==> src/flic_params.svh <==
// Register indices, field positions, reset values and masks of the interrupt controller.
`ifndef FLIC_PARAMS_SVH
`define FLIC_PARAMS_SVH

// ----------------------------------------------------------------------------
// Register indices (byte address is four times the index)
// ----------------------------------------------------------------------------
`define FLIC_IDX_POWER_CTRL    8'h87
`define FLIC_IDX_ENABLE        8'hA8
`define FLIC_IDX_PRIO_HIGH     8'hB7
`define FLIC_IDX_PRIO_LOW      8'hB8
`define FLIC_IDX_ENABLE_SET    8'hC0
`define FLIC_IDX_ENABLE_CLR    8'hC1
`define FLIC_IDX_PRIO_LOW_SET  8'hC2
`define FLIC_IDX_PRIO_LOW_CLR  8'hC3
`define FLIC_IDX_STATUS        8'hC4

// ----------------------------------------------------------------------------
// Field positions
// ----------------------------------------------------------------------------
`define FLIC_BIT_GLOBAL_EN     7
`define FLIC_BIT_SLEEP         0
`define FLIC_STAT_PEND_LSB     0
`define FLIC_STAT_INSVC_LSB    8
`define FLIC_STAT_VECTOR_LSB   12
`define FLIC_STAT_LEVEL_LSB    16
`define FLIC_STAT_REQ_BIT      20
`define FLIC_STAT_SLEEP_BIT    21

// ----------------------------------------------------------------------------
// Reset values and writable masks
// ----------------------------------------------------------------------------
`define FLIC_RST_ENABLE        8'h00
`define FLIC_RST_PRIO          8'h00
`define FLIC_RST_SLEEP         1'b0
`define FLIC_MASK_ENABLE       8'hBF
`define FLIC_MASK_PRIO         8'h3F
`define FLIC_MASK_BIT_OP       8'h07

`endif

==> src/flic_pkg.sv <==
// Shared types of the four-level interrupt controller.
`default_nettype none

package flic_pkg;

  localparam int unsigned NUM_SRC = 6;
  localparam int unsigned NUM_LVL = 4;

  typedef logic [1:0]         flic_level_t;
  typedef logic [2:0]         flic_src_t;
  typedef logic [NUM_SRC-1:0] flic_src_vec_t;
  typedef logic [NUM_LVL-1:0] flic_lvl_vec_t;

endpackage : flic_pkg

`default_nettype wire

==> src/flic_arbiter.sv <==
// Combinational level and polling-order arbiter over the six request sources.
`default_nettype none

module flic_arbiter (
  input  wire logic                  i_global_en,
  input  wire flic_pkg::flic_src_vec_t i_pending,
  input  wire flic_pkg::flic_src_vec_t i_enable,
  input  wire flic_pkg::flic_src_vec_t i_prio_high,
  input  wire flic_pkg::flic_src_vec_t i_prio_low,
  output logic                       o_valid,
  output flic_pkg::flic_src_t        o_src,
  output flic_pkg::flic_level_t      o_level
);

  flic_pkg::flic_level_t src_level [flic_pkg::NUM_SRC];
  flic_pkg::flic_src_vec_t eligible;

  // --------------------------------------------------------------------------
  // Per-source level and eligibility
  // --------------------------------------------------------------------------
  for (genvar g = 0; g < flic_pkg::NUM_SRC; g++) begin : g_src
    assign src_level[g] = {i_prio_high[g], i_prio_low[g]};
    assign eligible[g]  = i_pending[g] & i_enable[g] & i_global_en;
  end

  // --------------------------------------------------------------------------
  // Selection
  // --------------------------------------------------------------------------
  // Scanning from the last source down with >= lets an earlier source in the
  // polling order take over on an equal level, so the lowest-numbered bit wins every tie.
  always_comb begin
    o_valid = 1'b0;
    o_src   = '0;
    o_level = '0;
    for (int i = flic_pkg::NUM_SRC - 1; i >= 0; i--) begin
      if (eligible[i] && (!o_valid || src_level[i] >= o_level)) begin
        o_valid = 1'b1;
        o_src   = flic_pkg::flic_src_t'(i);
        o_level = src_level[i];
      end
    end
  end

endmodule // flic_arbiter

`default_nettype wire

==> src/flic_level_track.sv <==
// In-service level tracker: one flag per priority level, released on return.
`default_nettype none

module flic_level_track (
  input  wire logic                  i_sys_clk,
  input  wire logic                  i_rst_n,
  input  wire logic                  i_clk_en,
  input  wire logic                  i_push,
  input  wire flic_pkg::flic_level_t i_push_level,
  input  wire logic                  i_pop,
  output flic_pkg::flic_lvl_vec_t    o_in_service,
  output logic                       o_busy,
  output flic_pkg::flic_level_t      o_cur_level
);

  typedef struct packed {
    flic_pkg::flic_lvl_vec_t in_service;
  } flic_track_s;

  flic_track_s s;
  flic_track_s next_s;

  // --------------------------------------------------------------------------
  // Current level is the highest flag that is set
  // --------------------------------------------------------------------------
  always_comb begin
    o_cur_level = '0;
    for (int i = 0; i < flic_pkg::NUM_LVL; i++) begin
      if (s.in_service[i]) begin
        o_cur_level = flic_pkg::flic_level_t'(i);
      end
    end
  end

  assign o_busy       = |s.in_service;
  assign o_in_service = s.in_service;

  // --------------------------------------------------------------------------
  // Next state
  // --------------------------------------------------------------------------
  // A return always belongs to the routine at the top level, so the pop is
  // applied before a push that arrives in the same cycle.
  always_comb begin
    next_s = s;
    if (i_pop && o_busy) begin
      next_s.in_service[o_cur_level] = 1'b0;
    end
    if (i_push) begin
      next_s.in_service[i_push_level] = 1'b1;
    end
  end

  always_ff @(posedge i_sys_clk) begin
    if (!i_rst_n) begin
      s <= '0;
    end else if (i_clk_en) begin
      s <= next_s;
    end
  end

endmodule // flic_level_track

`default_nettype wire

==> src/flic_top.sv <==
// Four-level interrupt controller with APB register access.
//
// Behaviour
// - six sources, each with its own vector.
// - per-source enable gates every request.
// - enable bit 7 globally gates all requests.
// - level is high bit over low bit.
// - only strictly higher level preempts service.
// - top-level service blocks every other request.
// - higher pending level wins over lower.
// - polling order breaks ties within one level.
// - enable register layout, bit 6 reserved.
// - enable resets to zero; bit access supported.
// - low priority register, bit accessible.
// - high priority register, whole-word access only.
// - reserved bits read zero, written zero.
// - interrupt or reset clears sleep request bit.
// - any forwarded interrupt ends sleep.
`include "flic_params.svh"
`default_nettype none

module flic_top #(
  parameter int unsigned ADDR_W = 12
) (
  input  wire logic              i_sys_clk,
  input  wire logic              i_rst_n,
  input  wire logic              i_clk_en,
  // APB slave
  input  wire logic [ADDR_W-1:0] i_paddr,
  input  wire logic              i_psel,
  input  wire logic              i_penable,
  input  wire logic              i_pwrite,
  input  wire logic [31:0]       i_pwdata,
  output logic [31:0]            o_prdata,
  output logic                   o_pready,
  output logic                   o_pslverr,
  // Request sources
  input  wire logic              i_ext_request_pin0_n,
  input  wire logic              i_ext_request_pin1_n,
  input  wire logic              i_timer0_ovf,
  input  wire logic              i_timer1_ovf,
  input  wire logic              i_timer2_ovf,
  input  wire logic              i_serial_req,
  // CPU core
  output logic                   o_irq_req,
  output logic [2:0]             o_irq_vector,
  output logic [1:0]             o_irq_level,
  input  wire logic              i_irq_ack,
  input  wire logic              i_irq_return,
  output logic                   o_cpu_sleep_request
);

  // --------------------------------------------------------------------------
  // State
  // --------------------------------------------------------------------------
  typedef struct packed {
    logic [1:0]            ext_meta;
    logic [1:0]            ext_sync;
    logic [7:0]            enable;
    logic [7:0]            prio_high;
    logic [7:0]            prio_low;
    logic                  sleep;
    logic                  pready;
    logic                  pslverr;
    logic [31:0]           prdata;
    logic                  irq_req;
    flic_pkg::flic_src_t   vector;
    flic_pkg::flic_level_t level;
  } flic_top_s;

  flic_top_s s;
  flic_top_s next_s;
  flic_top_s rst_val;

  flic_pkg::flic_src_vec_t pending;
  flic_pkg::flic_lvl_vec_t in_service;
  flic_pkg::flic_level_t   cur_level;
  flic_pkg::flic_level_t   win_level;
  flic_pkg::flic_src_t     win_src;
  logic                    win_valid;
  logic                    busy;
  logic                    forward;
  logic                    take;
  logic                    setup;
  logic                    access_done;
  logic                    addr_ok;
  logic                    hit_err;
  logic [7:0]              index;
  logic [31:0]             read_val;

  // --------------------------------------------------------------------------
  // Sources and arbitration
  // --------------------------------------------------------------------------
  // Bit positions equal the polling order, so the arbiter needs no remapping.
  assign pending = {i_timer2_ovf, i_serial_req, i_timer1_ovf,
                    s.ext_sync[1], i_timer0_ovf, s.ext_sync[0]};

  flic_arbiter u_arbiter (
    .i_global_en (s.enable[`FLIC_BIT_GLOBAL_EN]),
    .i_pending   (pending),
    .i_enable    (s.enable[flic_pkg::NUM_SRC-1:0]),
    .i_prio_high (s.prio_high[flic_pkg::NUM_SRC-1:0]),
    .i_prio_low  (s.prio_low[flic_pkg::NUM_SRC-1:0]),
    .o_valid     (win_valid),
    .o_src       (win_src),
    .o_level     (win_level)
  );

  // Only a request taken while the controller is presenting it counts.
  assign take = i_irq_ack & s.irq_req;

  flic_level_track u_level_track (
    .i_sys_clk    (i_sys_clk),
    .i_rst_n      (i_rst_n),
    .i_clk_en     (i_clk_en),
    .i_push       (take),
    .i_push_level (s.level),
    .i_pop        (i_irq_return),
    .o_in_service (in_service),
    .o_busy       (busy),
    .o_cur_level  (cur_level)
  );

  // Level 3 can never be exceeded, so a level 3 service blocks everything.
  assign forward = win_valid && (!busy || win_level > cur_level);

  // --------------------------------------------------------------------------
  // APB decode
  // --------------------------------------------------------------------------
  assign setup       = i_psel & ~i_penable;
  assign access_done = i_psel & i_penable & s.pready;
  assign index       = i_paddr[9:2];
  assign addr_ok     = (i_paddr[1:0] == 2'b00) && (i_paddr[ADDR_W-1:10] == '0);

  always_comb begin
    read_val = '0;
    hit_err  = 1'b0;
    if (!addr_ok) begin
      hit_err = 1'b1;
    end else begin
      unique case (index)
        `FLIC_IDX_POWER_CTRL:   read_val[`FLIC_BIT_SLEEP] = s.sleep;
        `FLIC_IDX_ENABLE:       read_val[7:0] = s.enable & `FLIC_MASK_ENABLE;
        `FLIC_IDX_PRIO_HIGH:    read_val[7:0] = s.prio_high & `FLIC_MASK_PRIO;
        `FLIC_IDX_PRIO_LOW:     read_val[7:0] = s.prio_low & `FLIC_MASK_PRIO;
        `FLIC_IDX_ENABLE_SET,
        `FLIC_IDX_ENABLE_CLR,
        `FLIC_IDX_PRIO_LOW_SET,
        `FLIC_IDX_PRIO_LOW_CLR: read_val = '0;
        `FLIC_IDX_STATUS: begin
          hit_err = i_pwrite;
          read_val[`FLIC_STAT_PEND_LSB +: flic_pkg::NUM_SRC] = pending;
          read_val[`FLIC_STAT_INSVC_LSB +: flic_pkg::NUM_LVL] = in_service;
          read_val[`FLIC_STAT_VECTOR_LSB +: 3] = s.vector;
          read_val[`FLIC_STAT_LEVEL_LSB +: 2] = s.level;
          read_val[`FLIC_STAT_REQ_BIT] = s.irq_req;
          read_val[`FLIC_STAT_SLEEP_BIT] = s.sleep;
        end
        default:                hit_err = 1'b1;
      endcase
    end
  end

  // --------------------------------------------------------------------------
  // Reset image
  // --------------------------------------------------------------------------
  always_comb begin
    rst_val           = '0;
    rst_val.enable    = `FLIC_RST_ENABLE;
    rst_val.prio_high = `FLIC_RST_PRIO;
    rst_val.prio_low  = `FLIC_RST_PRIO;
    rst_val.sleep     = `FLIC_RST_SLEEP;
  end

  // --------------------------------------------------------------------------
  // Next state
  // --------------------------------------------------------------------------
  always_comb begin
    next_s = s;

    // Pins are active low and asynchronous to the core clock.
    next_s.ext_meta = {~i_ext_request_pin1_n, ~i_ext_request_pin0_n};
    next_s.ext_sync = s.ext_meta;

    // Zero wait state: the answer is ready in the first access cycle.
    next_s.pready  = setup;
    next_s.pslverr = setup & hit_err;
    next_s.prdata  = setup ? read_val : '0;

    if (access_done && i_pwrite && !s.pslverr) begin
      unique case (index)
        `FLIC_IDX_POWER_CTRL: next_s.sleep = i_pwdata[`FLIC_BIT_SLEEP];
        `FLIC_IDX_ENABLE:     next_s.enable = i_pwdata[7:0] & `FLIC_MASK_ENABLE;
        // The high register has no bit aliases; it is written as a whole word.
        `FLIC_IDX_PRIO_HIGH:  next_s.prio_high = i_pwdata[7:0] & `FLIC_MASK_PRIO;
        `FLIC_IDX_PRIO_LOW:   next_s.prio_low = i_pwdata[7:0] & `FLIC_MASK_PRIO;
        // Single-bit access: the low three write bits name the bit to change.
        `FLIC_IDX_ENABLE_SET:
          next_s.enable[i_pwdata[2:0]] = 1'(`FLIC_MASK_ENABLE >> i_pwdata[2:0]);
        `FLIC_IDX_ENABLE_CLR:
          next_s.enable[i_pwdata[2:0]] = 1'b0;
        `FLIC_IDX_PRIO_LOW_SET:
          next_s.prio_low[i_pwdata[2:0]] = 1'(`FLIC_MASK_PRIO >> i_pwdata[2:0]);
        `FLIC_IDX_PRIO_LOW_CLR:
          next_s.prio_low[i_pwdata[2:0]] = 1'b0;
        default:              next_s.sleep = s.sleep;
      endcase
    end

    // Wake-up overrides a software write in the same cycle so that an
    // interrupt arriving while the core goes to sleep is never lost.
    if (forward || take) begin
      next_s.sleep = 1'b0;
    end

    // The request drops for the cycle after a take, while the tracker
    // records the new level; then it is re-evaluated against that level.
    next_s.irq_req = forward & ~take;
    if (forward) begin
      next_s.vector = win_src;
      next_s.level  = win_level;
    end
  end

  always_ff @(posedge i_sys_clk) begin
    if (!i_rst_n) begin
      s <= rst_val;
    end else if (i_clk_en) begin
      s <= next_s;
    end
  end

  // --------------------------------------------------------------------------
  // Outputs
  // --------------------------------------------------------------------------
  assign o_prdata            = s.prdata;
  assign o_pready            = s.pready;
  assign o_pslverr           = s.pslverr;
  assign o_irq_req           = s.irq_req;
  assign o_irq_vector        = s.vector;
  assign o_irq_level         = s.level;
  assign o_cpu_sleep_request = s.sleep;

endmodule // flic_top

`default_nettype wire

==> config.mk <==
export PLATFORM = sky130hd
export DESIGN_NAME = flic_top
export DESIGN_NICKNAME = d
export VERILOG_FILES = /design/src/flic_pkg.sv /design/src/flic_arbiter.sv /design/src/flic_level_track.sv /design/src/flic_top.sv
export VERILOG_INCLUDE_DIRS = /design/src /design/src/src
export SDC_FILE = /design/constraint.sdc
export NUM_CORES = 1
export LEC_CHECK = 0
export BUFFER_PORTS_ARGS = -buffer_cell sky130_fd_sc_hd__buf_2
export CAP_MARGIN = 20
export CORE_MARGIN = 5
export CORE_UTILIZATION = 50
export DETAILED_ROUTE_END_ITERATION = 6
export GPL_TIMING_DRIVEN = 0
export HOLD_SLACK_MARGIN = 0.12
export MAX_ROUTING_LAYER = met4
export PLACE_DENSITY = 0.78
export SLEW_MARGIN = 20
export SYNTH_ARGS = -nofsm -noshare
export SYNTH_HDL_FRONTEND = slang
export SYNTH_SLANG_ARGS = --single-unit
==> constraint.sdc <==
create_clock -name i_sys_clk -period 12.25 [get_ports i_sys_clk]
set_input_delay 1.8375 -clock i_sys_clk [delete_from_list [all_inputs] [get_ports i_sys_clk]]
set_output_delay 1.8375 -clock i_sys_clk [all_outputs]
set_load 0.005 [all_outputs]
==> Word-level counts from Yosys, hierarchy flattened <==
Cells that the tools add are included.
{ "word_totals": {"word_cells": 150, "input_bits": 58, "output_inout_bits": 41, "register_bits": 71} }
{ "op_classes": {"n_shift": 2, "n_reduce_logical": 40, "muxes": 46, "eq_ne": 9, "bitwise_logic": 28, "n_lt_le_gt_ge": 12} }
{ "ops": {"columns": ["operator", "count"], "rows": [
  ["8-bit == test (second input constant)", 9],
  ["8-bit case mux with 3 select lines", 2],
  ["22-bit two-way mux", 2],
  ["2-bit two-way mux", 11],
  ["5-bit case mux with 4 select lines", 1],
  ["1-bit bitwise AND", 18],
  ["3-bit two-way mux", 6],
  ["8-bit bitwise AND", 2],
  ["8-bit bitwise mux", 2],
  ["1-bit two-way mux", 14],
  ["1-bit logical AND", 13],
  ["3-bit AND reduction", 4],
  ["2-bit >= comparator", 5],
  ["4-bit two-way mux", 2],
  ["8-bit inverter", 1],
  ["8-bit OR reduction", 1],
  ["8-bit by 3-bit right shift with 1-bit output (first input constant)", 1],
  ["1-bit logical NOT", 7],
  ["1-bit logical OR", 7],
  ["7-bit two-way mux", 1],
  ["2-bit by 3-bit < comparator with 1-bit output (second input constant)", 2],
  ["3-bit nonzero test", 2],
  ["6-bit by 3-bit right shift with 1-bit output (first input constant)", 1],
  ["1-bit case mux with 5 select lines", 1],
  ["15 further kinds", 22]
]} }

==> Logic depth before layout (Yosys ltp) <==
Gate-level depths: netlist (run 1).
{ "depth": {"depth_word": 29, "mapped_depth": 41, "mapped_depth_nobuf": 39} }

==> Modules after synthesis <==
From an unflattened synthesis (run 1), not the netlist that was laid out.
{ "unflattened": {"cells_unflattened": 458, "area_unflattened_um2": 3766.1} }
{ "by_module_without_submodules": {"columns": ["module", "cells_per_inst", "n_inst", "seq_area_each_um2", "area_per_inst_um2"], "rows": [
  ["flic_top", 352, 1, 1001.0, 2937.8],
  ["flic_arbiter", 84, 1, 0.0, 631.9],
  ["flic_level_track", 22, 1, 80.1, 196.4]
]} }

==> Worst setup path after synthesis (run 1) <==
OpenSTA, ideal clock, no wires.
{ "synth_path": {"kind": "input to register", "from": "input i_timer2_ovf", "to": "register s (netlist bit o_irq_vector[0])", "slack_ns": 3.200, "setup_time_ns": 0.074, "t_required_ns": 12.176, "arrival_time_ns": 8.976, "path_buffers": 1, "stages": 37, "path_cell_list": "nand2_1 nor3_1 ha_1 nand2b_1 a211oi_1 o22ai_1 and2_1 ha_1 nand2b_1 a2111oi_2 nor2_1 o21ai_0 inv_1 ha_1 nand2b_1 a211oi_1 or3_1 clkbuf_2 mux2_2 ha_1 a221o_2 nor3b_2 o31ai_1 a21o_2 inv_2 ha_1 nand2b_1 a21oi_1 a21oi_1 o21ai_1 ha_1 nor2b_1 o211ai_1 a2bb2oi_1 nand2_1 or3_1 o21ai_0"} }
{ "synth_between": {"elab_chain_cells": 27, "word_cells_on_any_way": 44, "classes_between": "order compare: 6; mux: 18; bitwise: 2; reduce/logical: 18"} }
{ "synth_rtl": {"columns": ["element", "line_no", "text"], "rows": [
  ["from (decl)", "flic_top.sv:42", "input wire logic i_timer2_ovf,"],
  ["1-bit bitwise AND (*) (2 in series)", "flic_arbiter.sv:23", "assign eligible[g] = i_pending[g] & i_enable[g] & i_global_en;"],
  ["2-bit two-way mux / 1-bit two-way mux (equally long branches)", "flic_arbiter.sv:36", "if (eligible[i] && (!o_valid || src_level[i] >= o_level)) begin"],
  ["2-bit >= comparator / 1-bit logical NOT (equally long branches)", "flic_arbiter.sv:36", null],
  ["1-bit logical OR", "flic_arbiter.sv:36", null],
  ["1-bit logical AND", "flic_arbiter.sv:36", null],
  ["2-bit two-way mux / 1-bit two-way mux (equally long branches)", "flic_arbiter.sv:36", null],
  ["2-bit >= comparator / 1-bit logical NOT (equally long branches)", "flic_arbiter.sv:36", null],
  ["1-bit logical OR", "flic_arbiter.sv:36", null],
  ["[11 not listed]", null, null],
  ["1-bit logical OR", "flic_arbiter.sv:36", null],
  ["1-bit logical AND", "flic_arbiter.sv:36", null],
  ["2-bit two-way mux (*)", "flic_arbiter.sv:36", null],
  ["named net u_arbiter.o_level[1]", "flic_arbiter.sv:12", "output flic_pkg::flic_level_t o_level"],
  ["2-bit greater-than comparator (*)", "flic_top.sv:125", "assign forward = win_valid && (!busy || win_level > cur_level);"],
  ["1-bit logical OR (*)", "flic_top.sv:125", null],
  ["1-bit logical AND (*)", "flic_top.sv:125", null],
  ["2-bit AND reduction (no source line) (*)", null, null],
  ["to (signal assigned)", "flic_top.sv:227", "s <= rst_val;"],
  ["to (signal assigned)", "flic_top.sv:229", "s <= next_s;"],
  ["to (decl)", "flic_top.sv:71", "flic_top_s s;"]
]} }
The timed path passes the listed nets; every way through them passes the cells marked *.
A chain may end at the register's enable or synchronous reset.

==> Worst setup path after layout (run 1) <==
{ "layout_path": {"from": "input i_timer2_ovf", "to": "register s (netlist bit o_irq_level[0])"} }
{ "layout_between": {"elab_chain_cells": 27, "word_cells_on_any_way": 38, "classes_between": "order compare: 6; mux: 12; bitwise: 2; reduce/logical: 18"} }
{ "layout_rtl": {"columns": ["element", "line_no"], "rows": [
  ["1-bit bitwise AND (*) (2 in series)", "flic_arbiter.sv:23"],
  ["2-bit two-way mux / 1-bit two-way mux (equally long branches)", "flic_arbiter.sv:36"],
  ["2-bit >= comparator / 1-bit logical NOT (equally long branches)", "flic_arbiter.sv:36"],
  ["1-bit logical OR", "flic_arbiter.sv:36"],
  ["1-bit logical AND", "flic_arbiter.sv:36"],
  ["2-bit two-way mux / 1-bit two-way mux (equally long branches)", "flic_arbiter.sv:36"],
  ["2-bit >= comparator / 1-bit logical NOT (equally long branches)", "flic_arbiter.sv:36"],
  ["1-bit logical OR", "flic_arbiter.sv:36"],
  ["[10 not listed]", null],
  ["2-bit >= comparator / 1-bit logical NOT (equally long branches)", "flic_arbiter.sv:36"],
  ["1-bit logical OR", "flic_arbiter.sv:36"],
  ["1-bit logical AND", "flic_arbiter.sv:36"],
  ["2-bit two-way mux", "flic_arbiter.sv:36"],
  ["2-bit greater-than comparator", "flic_top.sv:125"],
  ["1-bit logical OR", "flic_top.sv:125"],
  ["1-bit logical AND", "flic_top.sv:125"],
  ["2-bit AND reduction (no source line)", null]
]} }
Every way passes the cells marked *; elsewhere a longest branch is shown, timed or not.

==> results of run 1 <==
-- power groups by stage --
| stage | clock network [W] | registers [W] | logic (W) |
|---|---|---|---|
| floorplan | 0 | 0.000181 | 0.0000169 |
| global placement | 0 | 0.000181 | 0.0000282 |
| detailed placement | 0 | 0.000181 | 0.0000287 |
| CTS | 0.000101 | 0.000177 | 0.0000288 |
| global route | 0.000106 | 0.000177 | 0.0000328 |
| finish | 0.0000990 | 0.000177 | 0.0000295 |
-- worst max-delay path: cells and delay by family --
kind                       cells  cell delay [ns]
AOI/OAI and AO/OA             13             3.52
muxes                          2             0.65
buffers and inverters          4             0.47
and+or+nand+nor               13             2.24
adders and majority gates      6             1.60
-- area by class of cell --
| type | instances | area [um^2] | share of cell area (%) |
|---|---|---|---|
| clock buffer | 6 | 72.6 | 1.83 |
| multi-input combinational | 308 | 1940 | 49.0 |
| clock inverter | 2 | 13.8 | 0.348 |
| buffer | 62 | 400 | 10.1 |
| sequential | 54 | 1080 | 27.3 |
| timing repair buffer | 58 | 290 | 7.34 |
| tap | 80 | 100 | 2.53 |
| inverter | 16 | 60.1 | 1.52 |
-- metrics by stage --
step | total power (W) | worst slack [ns] | area, um^2 | hold WS (ns)
finish | 0.000306 | 2.15 | 3960 | 0.485
global route | 0.000316 | 1.46 | 3960 | 0.514
CTS | 0.000306 | 2.30 | 3960 | 0.488
detailed placement | 0.000210 | 2.00 | 3870 | 0.474
global placement | 0.000209 | 2.12 | 3870 | 0.470
floorplan | 0.000198 | 3.20 | 3480 | 0.449
-- layer usage --
layer / wire, um / track usage, %
met5: 0 / -
met1: 4010 / 29.4
met3: 618 / 2.68
met4: 214 / 7.81
met2: 4270 / 35.3
-- sequential cells by signal, summed over array words and instances, names as in the netlist --
name                        cells
o_pslverr                       1
next_s                          2
o_prdata                       18
u_level_track.o_in_service      4
o_irq_req                       1
pending                         2
o_cpu_sleep_request             1
o_irq_level                     2
s                              19
o_pready                        1
o_irq_vector                    3
-- Yosys cell counts (all sizes together) (3+ instances only) --
master / count / area, um^2
a211oi: 6 / 45.0
a21o: 4 / 31.3
a21oi: 41 / 205
a22oi: 26 / 195
a31oi: 4 / 25.0
and2: 3 / 18.8
buf: 45 / 334
clkbuf: 17 / 66.3
dfxtp: 54 / 1080
ha: 12 / 150
inv: 16 / 60.1
mux2: 4 / 45.0
mux2i: 6 / 60.1
nand2: 31 / 116
nand2b: 6 / 37.5
nand3: 18 / 90.1
nand4b: 3 / 26.3
nor2: 49 / 184
nor3: 7 / 45.0
nor3b: 4 / 35.0
o21ai: 10 / 57.6
o221a: 11 / 124
o22ai: 5 / 31.3
o31ai: 3 / 22.5
or3: 5 / 31.3
or4b: 3 / 30.0
-- logic make-up after synthesis --
family	after synthesis
compound gates	129
flops	54
fa+ha+maj	12
buf+inv	78
simple gates	143
mux	10
other cells	1
-- worst min path at each step --
stage / from / end / cells past startpoint / slack (ns)
2_1_floorplan: o_irq_vector[1] / o_irq_vector[1] / 2 / 0.45
3_3_place_gp: next_s[66] / next_s[66] / 2 / 0.47
3_5_place_dp: next_s[66] / next_s[66] / 2 / 0.47
4_1_cts: next_s[66] / next_s[66] / 2 / 0.49
5_1_grt: o_irq_vector[1] / o_irq_vector[1] / 2 / 0.51
6_report: o_irq_vector[1] / o_irq_vector[1] / 2 / 0.48
==> flow_metrics.env, run 1 <==
export IMPL_critPathMaxStageDelay_ns=0.50
export IMPL_power_share_clock_pct=32.4
export IMPL_final_common_cell="buf_2"
export IMPL_gr_usage_all_layers_pct=22.3
export IMPL_cts_setup_buffers=0
export IMPL_die_h_um=92.8
export IMPL_cts_buffers=5
export IMPL_yosys_area_share_simple_pct=20.9
export IMPL_wl_um=9110
export IMPL_synth_xor_area_share_pct=0
export IMPL_placed_cells=578
export IMPL_tightest_slew_ns=0.739
export IMPL_r2r_start="s[64]"
export IMPL_reg2reg_slack_ns=3.27
export IMPL_critPathCapture="o_irq_level[0]"
export IMPL_die_w_um=92.8
export IMPL_p_switching_w=0.0000769
export IMPL_cp_required_ns=12.49
export IMPL_synth_compound_area_share_pct=26.6
export IMPL_synth_edf_count=0
export IMPL_cp_max_fo=8
export IMPL_clk_latency_ns=0.31
export IMPL_gp_congestion=0.947
export IMPL_synthFlopType="dfxtp_1"
export IMPL_seqPwrFrac_pct=57.9
export IMPL_p_leak_nw=1.63
export IMPL_rsz0062_at_grt="false"
export IMPL_cts_tree="done"
export IMPL_drv_cap=0
export IMPL_timing_fmax_ghz=0.0990
export IMPL_fin_crit_sh_pct=82.4
export IMPL_final_util_pct=58.9
export IMPL_p_int_w=0.000229
export IMPL_skew_ns=0.0149
export IMPL_drive_above_1_share_pct=27.1
export IMPL_path_clk_slew_ns=0.10
export IMPL_first_global_vias=3220
export IMPL_swShare_pct=25.2
export IMPL_layout_common_cells="61 x buf_2, 54 x dfxtp_1, 49 x nor2_1"
export IMPL_grt_max_degree=17
export IMPL_layout_cells_non_filler=586
export IMPL_antenna_found_initial=0
export IMPL_rows=30
export IMPL_grt_pass1_wl_um=15300
export IMPL_min_path_type="reg -> reg"
export IMPL_wl_per_cell_um=15.6
export IMPL_synthAdderAreaFrac_pct=4.38
export IMPL_postRouteAntennaNets=0
export IMPL_core_area_um2=6720
export IMPL_synth_top_family_by_area="compound AO/OA/AOI/OAI gates"
export IMPL_overflow=0
export IMPL_slew_headroom_pct=50.6
export IMPL_pin_count=99
export IMPL_ys_async_sr_fraction_pct=0
export IMPL_synth_area_um2=3430
export IMPL_firstDrtPassIters=6
export IMPL_r2r_end="o_irq_level[0]"
export IMPL_power_density_nw_per_um2=77.3
export IMPL_htree_num_levels=2
export IMPL_postCtsHoldBufs=0
export IMPL_dieArea_um2=8620
export IMPL_combPwrFrac_pct=9.7
export IMPL_vias=3391
export IMPL_drt_initial_drc_count=215
export IMPL_ys_ff_latch=54
export IMPL_yosys_warnings=0
export IMPL_cts_buffer_depth=2
export IMPL_startpoint_type="input port"
export IMPL_fillers=640
export IMPL_final_max_slew_viol_count=0
export IMPL_syn2layout_area_growth_pct=15.3
export IMPL_max_vdd_ir_drop_mv=0.0602
export IMPL_startpoint="i_timer2_ovf"
export IMPL_hpwl_um=6930
export IMPL_clock_sinks=54
export IMPL_cp_end_kind="flip-flop"
export IMPL_via_per_inst=5.79
export IMPL_hold_viol_final=0
export IMPL_finalSetupViolCount=0
export IMPL_ys_types=63
export IMPL_min_period_ns=10.10
export IMPL_cts_resized_gates=0
export IMPL_finalSetupTns_ns=0
export IMPL_numPortBuffers=58
export IMPL_cts_root_buf="clkbuf_8"
export IMPL_start_util_pct=51.0
export IMPL_nets=575
export IMPL_avgSynthCellArea_um2=8.03
export IMPL_antennaDiodeCount=0
export IMPL_reg2regPathDepth=36
export IMPL_crit_arrival_ns=10.34
export IMPL_syn_inst=427
export IMPL_drc=0
export IMPL_muxShareOfSynthArea_pct=3.06
export IMPL_outcome="complete, no violations"
export IMPL_crit_slowest_cell="a2111oi_2"
export IMPL_crit_top_cell="ha_1"
export IMPL_critical_path_class="in -> reg"
export IMPL_ys_seq_area_share_pct=31.5
No activity file was read; power rests on OpenSTA's default activity.
==> run 2: changes to the inputs <==
Clock period 12.25 ns to 9.77 ns, I/O delays scaled along.
==> run 2 against run 1 <==
  * Worst hold slack better by 0.0017 ns
  * Total power up 25%
  * Clock skew up 0.00098 ns
  * Clock power up 25%
  * Sequential cell count unchanged
  * First-iteration DRC count up 21%
  * Sequential share of layout area down 0.27 points
  * Critical endpoint is now o_irq_vector[0]
  * Largest power group unchanged
==> flow_metrics.env, run 2 (synthesized netlist as in run 1, its figures left out) <==
export IMPL_outcome="complete, no violations"
export IMPL_power_share_clock_pct=32.4
export IMPL_nets=577
export IMPL_crit_top_cell="ha_1"
export IMPL_multiInputGateArea_um2=1960
export IMPL_p_switching_w=0.0000967
export IMPL_combPwrFrac_pct=9.7
export IMPL_dieArea_um2=8620
export IMPL_drc=0
export IMPL_placed_cells=578
export IMPL_max_vdd_ir_drop_mv=0.0742
export IMPL_hpwl_um=6930
export IMPL_timing_fmax_ghz=0.109
export IMPL_cts_root_buf="clkbuf_8"
export IMPL_swShare_pct=25.2
export IMPL_fin_ws_ns=0.626
export IMPL_slew_headroom_pct=51.3
export IMPL_finalSetupViolCount=0
export IMPL_die_w_um=92.8
export IMPL_fin_crit_sh_pct=93.6
export IMPL_cts_buffer_depth=2
export IMPL_drive_above_1_share_pct=28.0
export IMPL_p_leak_nw=1.64
export IMPL_area_sequential_um2=1080
export IMPL_r2r_end="o_irq_vector[0]"
export IMPL_reg2regPathDepth=38
export IMPL_min_path_cells=2
export IMPL_rsz0062_at_grt="false"
export IMPL_gp_congestion=0.947
export IMPL_pin_count=99
export IMPL_tightest_slew_ns=0.726
export IMPL_rows=30
export IMPL_startpoint_type="input port"
export IMPL_reg2reg_slack_ns=1.36
export IMPL_firstDrtPassIters=5
export IMPL_drt_initial_drc_count=260
export IMPL_crit_slowest_cell="a2111oi_4"
export IMPL_critPathMaxStageDelay_ns=0.42
export IMPL_crit_arrival_ns=9.39
export IMPL_fillers=634
export IMPL_antenna_found_initial=0
export IMPL_skew_ns=0.0159
export IMPL_die_h_um=92.8
export IMPL_grt_pass1_wl_um=15300
export IMPL_critical_path_class="in -> reg"
export IMPL_min_from="o_irq_vector[1]"
export IMPL_gr_usage_all_layers_pct=22.3
export IMPL_wl_um=9170
export IMPL_cp_end_kind="flip-flop"
export IMPL_largest_reg_flops=19
export IMPL_wl_per_cell_um=15.6
export IMPL_cp_required_ns=10.01
export IMPL_htree_num_levels=2
export IMPL_cts_buffers=5
export IMPL_overflow=0
export IMPL_min_period_ns=9.14
export IMPL_layout_common_cells="61 x buf_2, 54 x dfxtp_1, 49 x nor2_1"
export IMPL_syn2layout_area_growth_pct=16.5
export IMPL_vias=3410
export IMPL_hold_viol_final=0
export IMPL_seqPwrFrac_pct=57.9
export IMPL_start_util_pct=51.0
export IMPL_final_max_slew_viol_count=0
export IMPL_grt_max_degree=17
export IMPL_drv_cap=0
export IMPL_hold_path_end="o_irq_vector[1]"
export IMPL_first_global_vias=3220
export IMPL_cp_max_fo=8
export IMPL_postCtsHoldBufs=0
export IMPL_dp_slack_ns=-0.109
export IMPL_layout_cells_non_filler=588
export IMPL_final_common_cell="buf_2"
export IMPL_top_register="s"
export IMPL_postRouteAntennaNets=0
export IMPL_numPortBuffers=58
export IMPL_core_area_um2=6720
export IMPL_min_path_type="reg -> reg"
export IMPL_r2r_start="s[64]"
export IMPL_clock_sinks=54
export IMPL_path_clk_slew_ns=0.09
export IMPL_p_int_w=0.000287
export IMPL_cts_tree="done"
export IMPL_antennaDiodeCount=0
export IMPL_clk_latency_ns=0.31
export IMPL_power_density_nw_per_um2=96.0
export IMPL_via_per_inst=5.80
[run 2: cell count changes in the layout (fill, tap and decap cells not counted), sizes merged]
cell and change:
buf +2
[run 2: final cells by class]
class | count | share of cell area, %
inverter | 16 | 1.50
buffer | 62 | 10.0
clock buffer | 6 | 1.82
tap | 80 | 2.51
multi-input combinational | 308 | 49.1
timing repair buffer | 60 | 7.64
clock inverter | 2 | 0.345
sequential | 54 | 27.1
[run 2: worst max-delay path by stage]
stage,startpoint,end,slack (ns),cells past startpoint
3_3_place_gp,i_timer2_ovf,o_irq_vector[0],0.01,38
5_1_grt,i_timer2_ovf,o_irq_vector[0],0.06,39
3_5_place_dp,i_timer2_ovf,o_irq_vector[0],-0.11,38
2_1_floorplan,i_timer2_ovf,o_irq_vector[0],1.09,37
6_report,i_timer2_ovf,o_irq_vector[0],0.63,39
4_1_cts,i_timer2_ovf,o_irq_vector[0],0.19,38
[run 2: per-stage QoR]
| step | area, um^2 | total power [W] | TNS [ns] | hold slack (ns) | util [%] |
|---|---|---|---|---|---|
| 6_report | 4000 | 0.000383 | 0 | 0.486 | 59.5 |
| 5_1_grt | 4000 | 0.000397 | 0 | 0.514 | 59.5 |
| 4_1_cts | 3960 | 0.000384 | 0 | 0.488 | 58.9 |
| 3_5_place_dp | 3870 | 0.000263 | -0.333 | 0.474 | 57.6 |
| 3_3_place_gp | 3870 | 0.000262 | 0 | 0.470 | 57.6 |
| 2_1_floorplan | 3480 | 0.000248 | 0 | 0.449 | - |
[run 2: power groups by stage]
stage | clock (W) | sequential, W | combinational (W)
floorplan | 0 | 0.000227 | 0.0000212
global placement | 0 | 0.000227 | 0.0000354
detailed placement | 0 | 0.000227 | 0.0000360
CTS | 0.000126 | 0.000222 | 0.0000361
global route | 0.000133 | 0.000222 | 0.0000412
finish | 0.000124 | 0.000222 | 0.0000371
[run 2: what timing repair did]
item / in CTS / in global routing
endpoints found under the setup margin: 0 / 7
setup buffers: 0 / 2
gates resized for setup: 0 / 5
[run 2: worst max-delay path: cells and delay by family]
| kind | cells | cell delay [ns] |
|---|---|---|
| adder cells (fa/ha/maj) | 6 | 1.63 |
| multiplexers | 1 | 0.36 |
| AO/OA/AOI/OAI | 14 | 3.15 |
| AND/OR/NAND/NOR | 14 | 2.34 |
| buffers and inverters | 4 | 0.45 |
[run 2: metal layers]
layer | share of wire, % | GRT usage, %
met5 | 0 | -
met4 | 2.1 | 7.81
met3 | 6.7 | 2.68
met2 | 47 | 35.3
met1 | 44 | 29.4
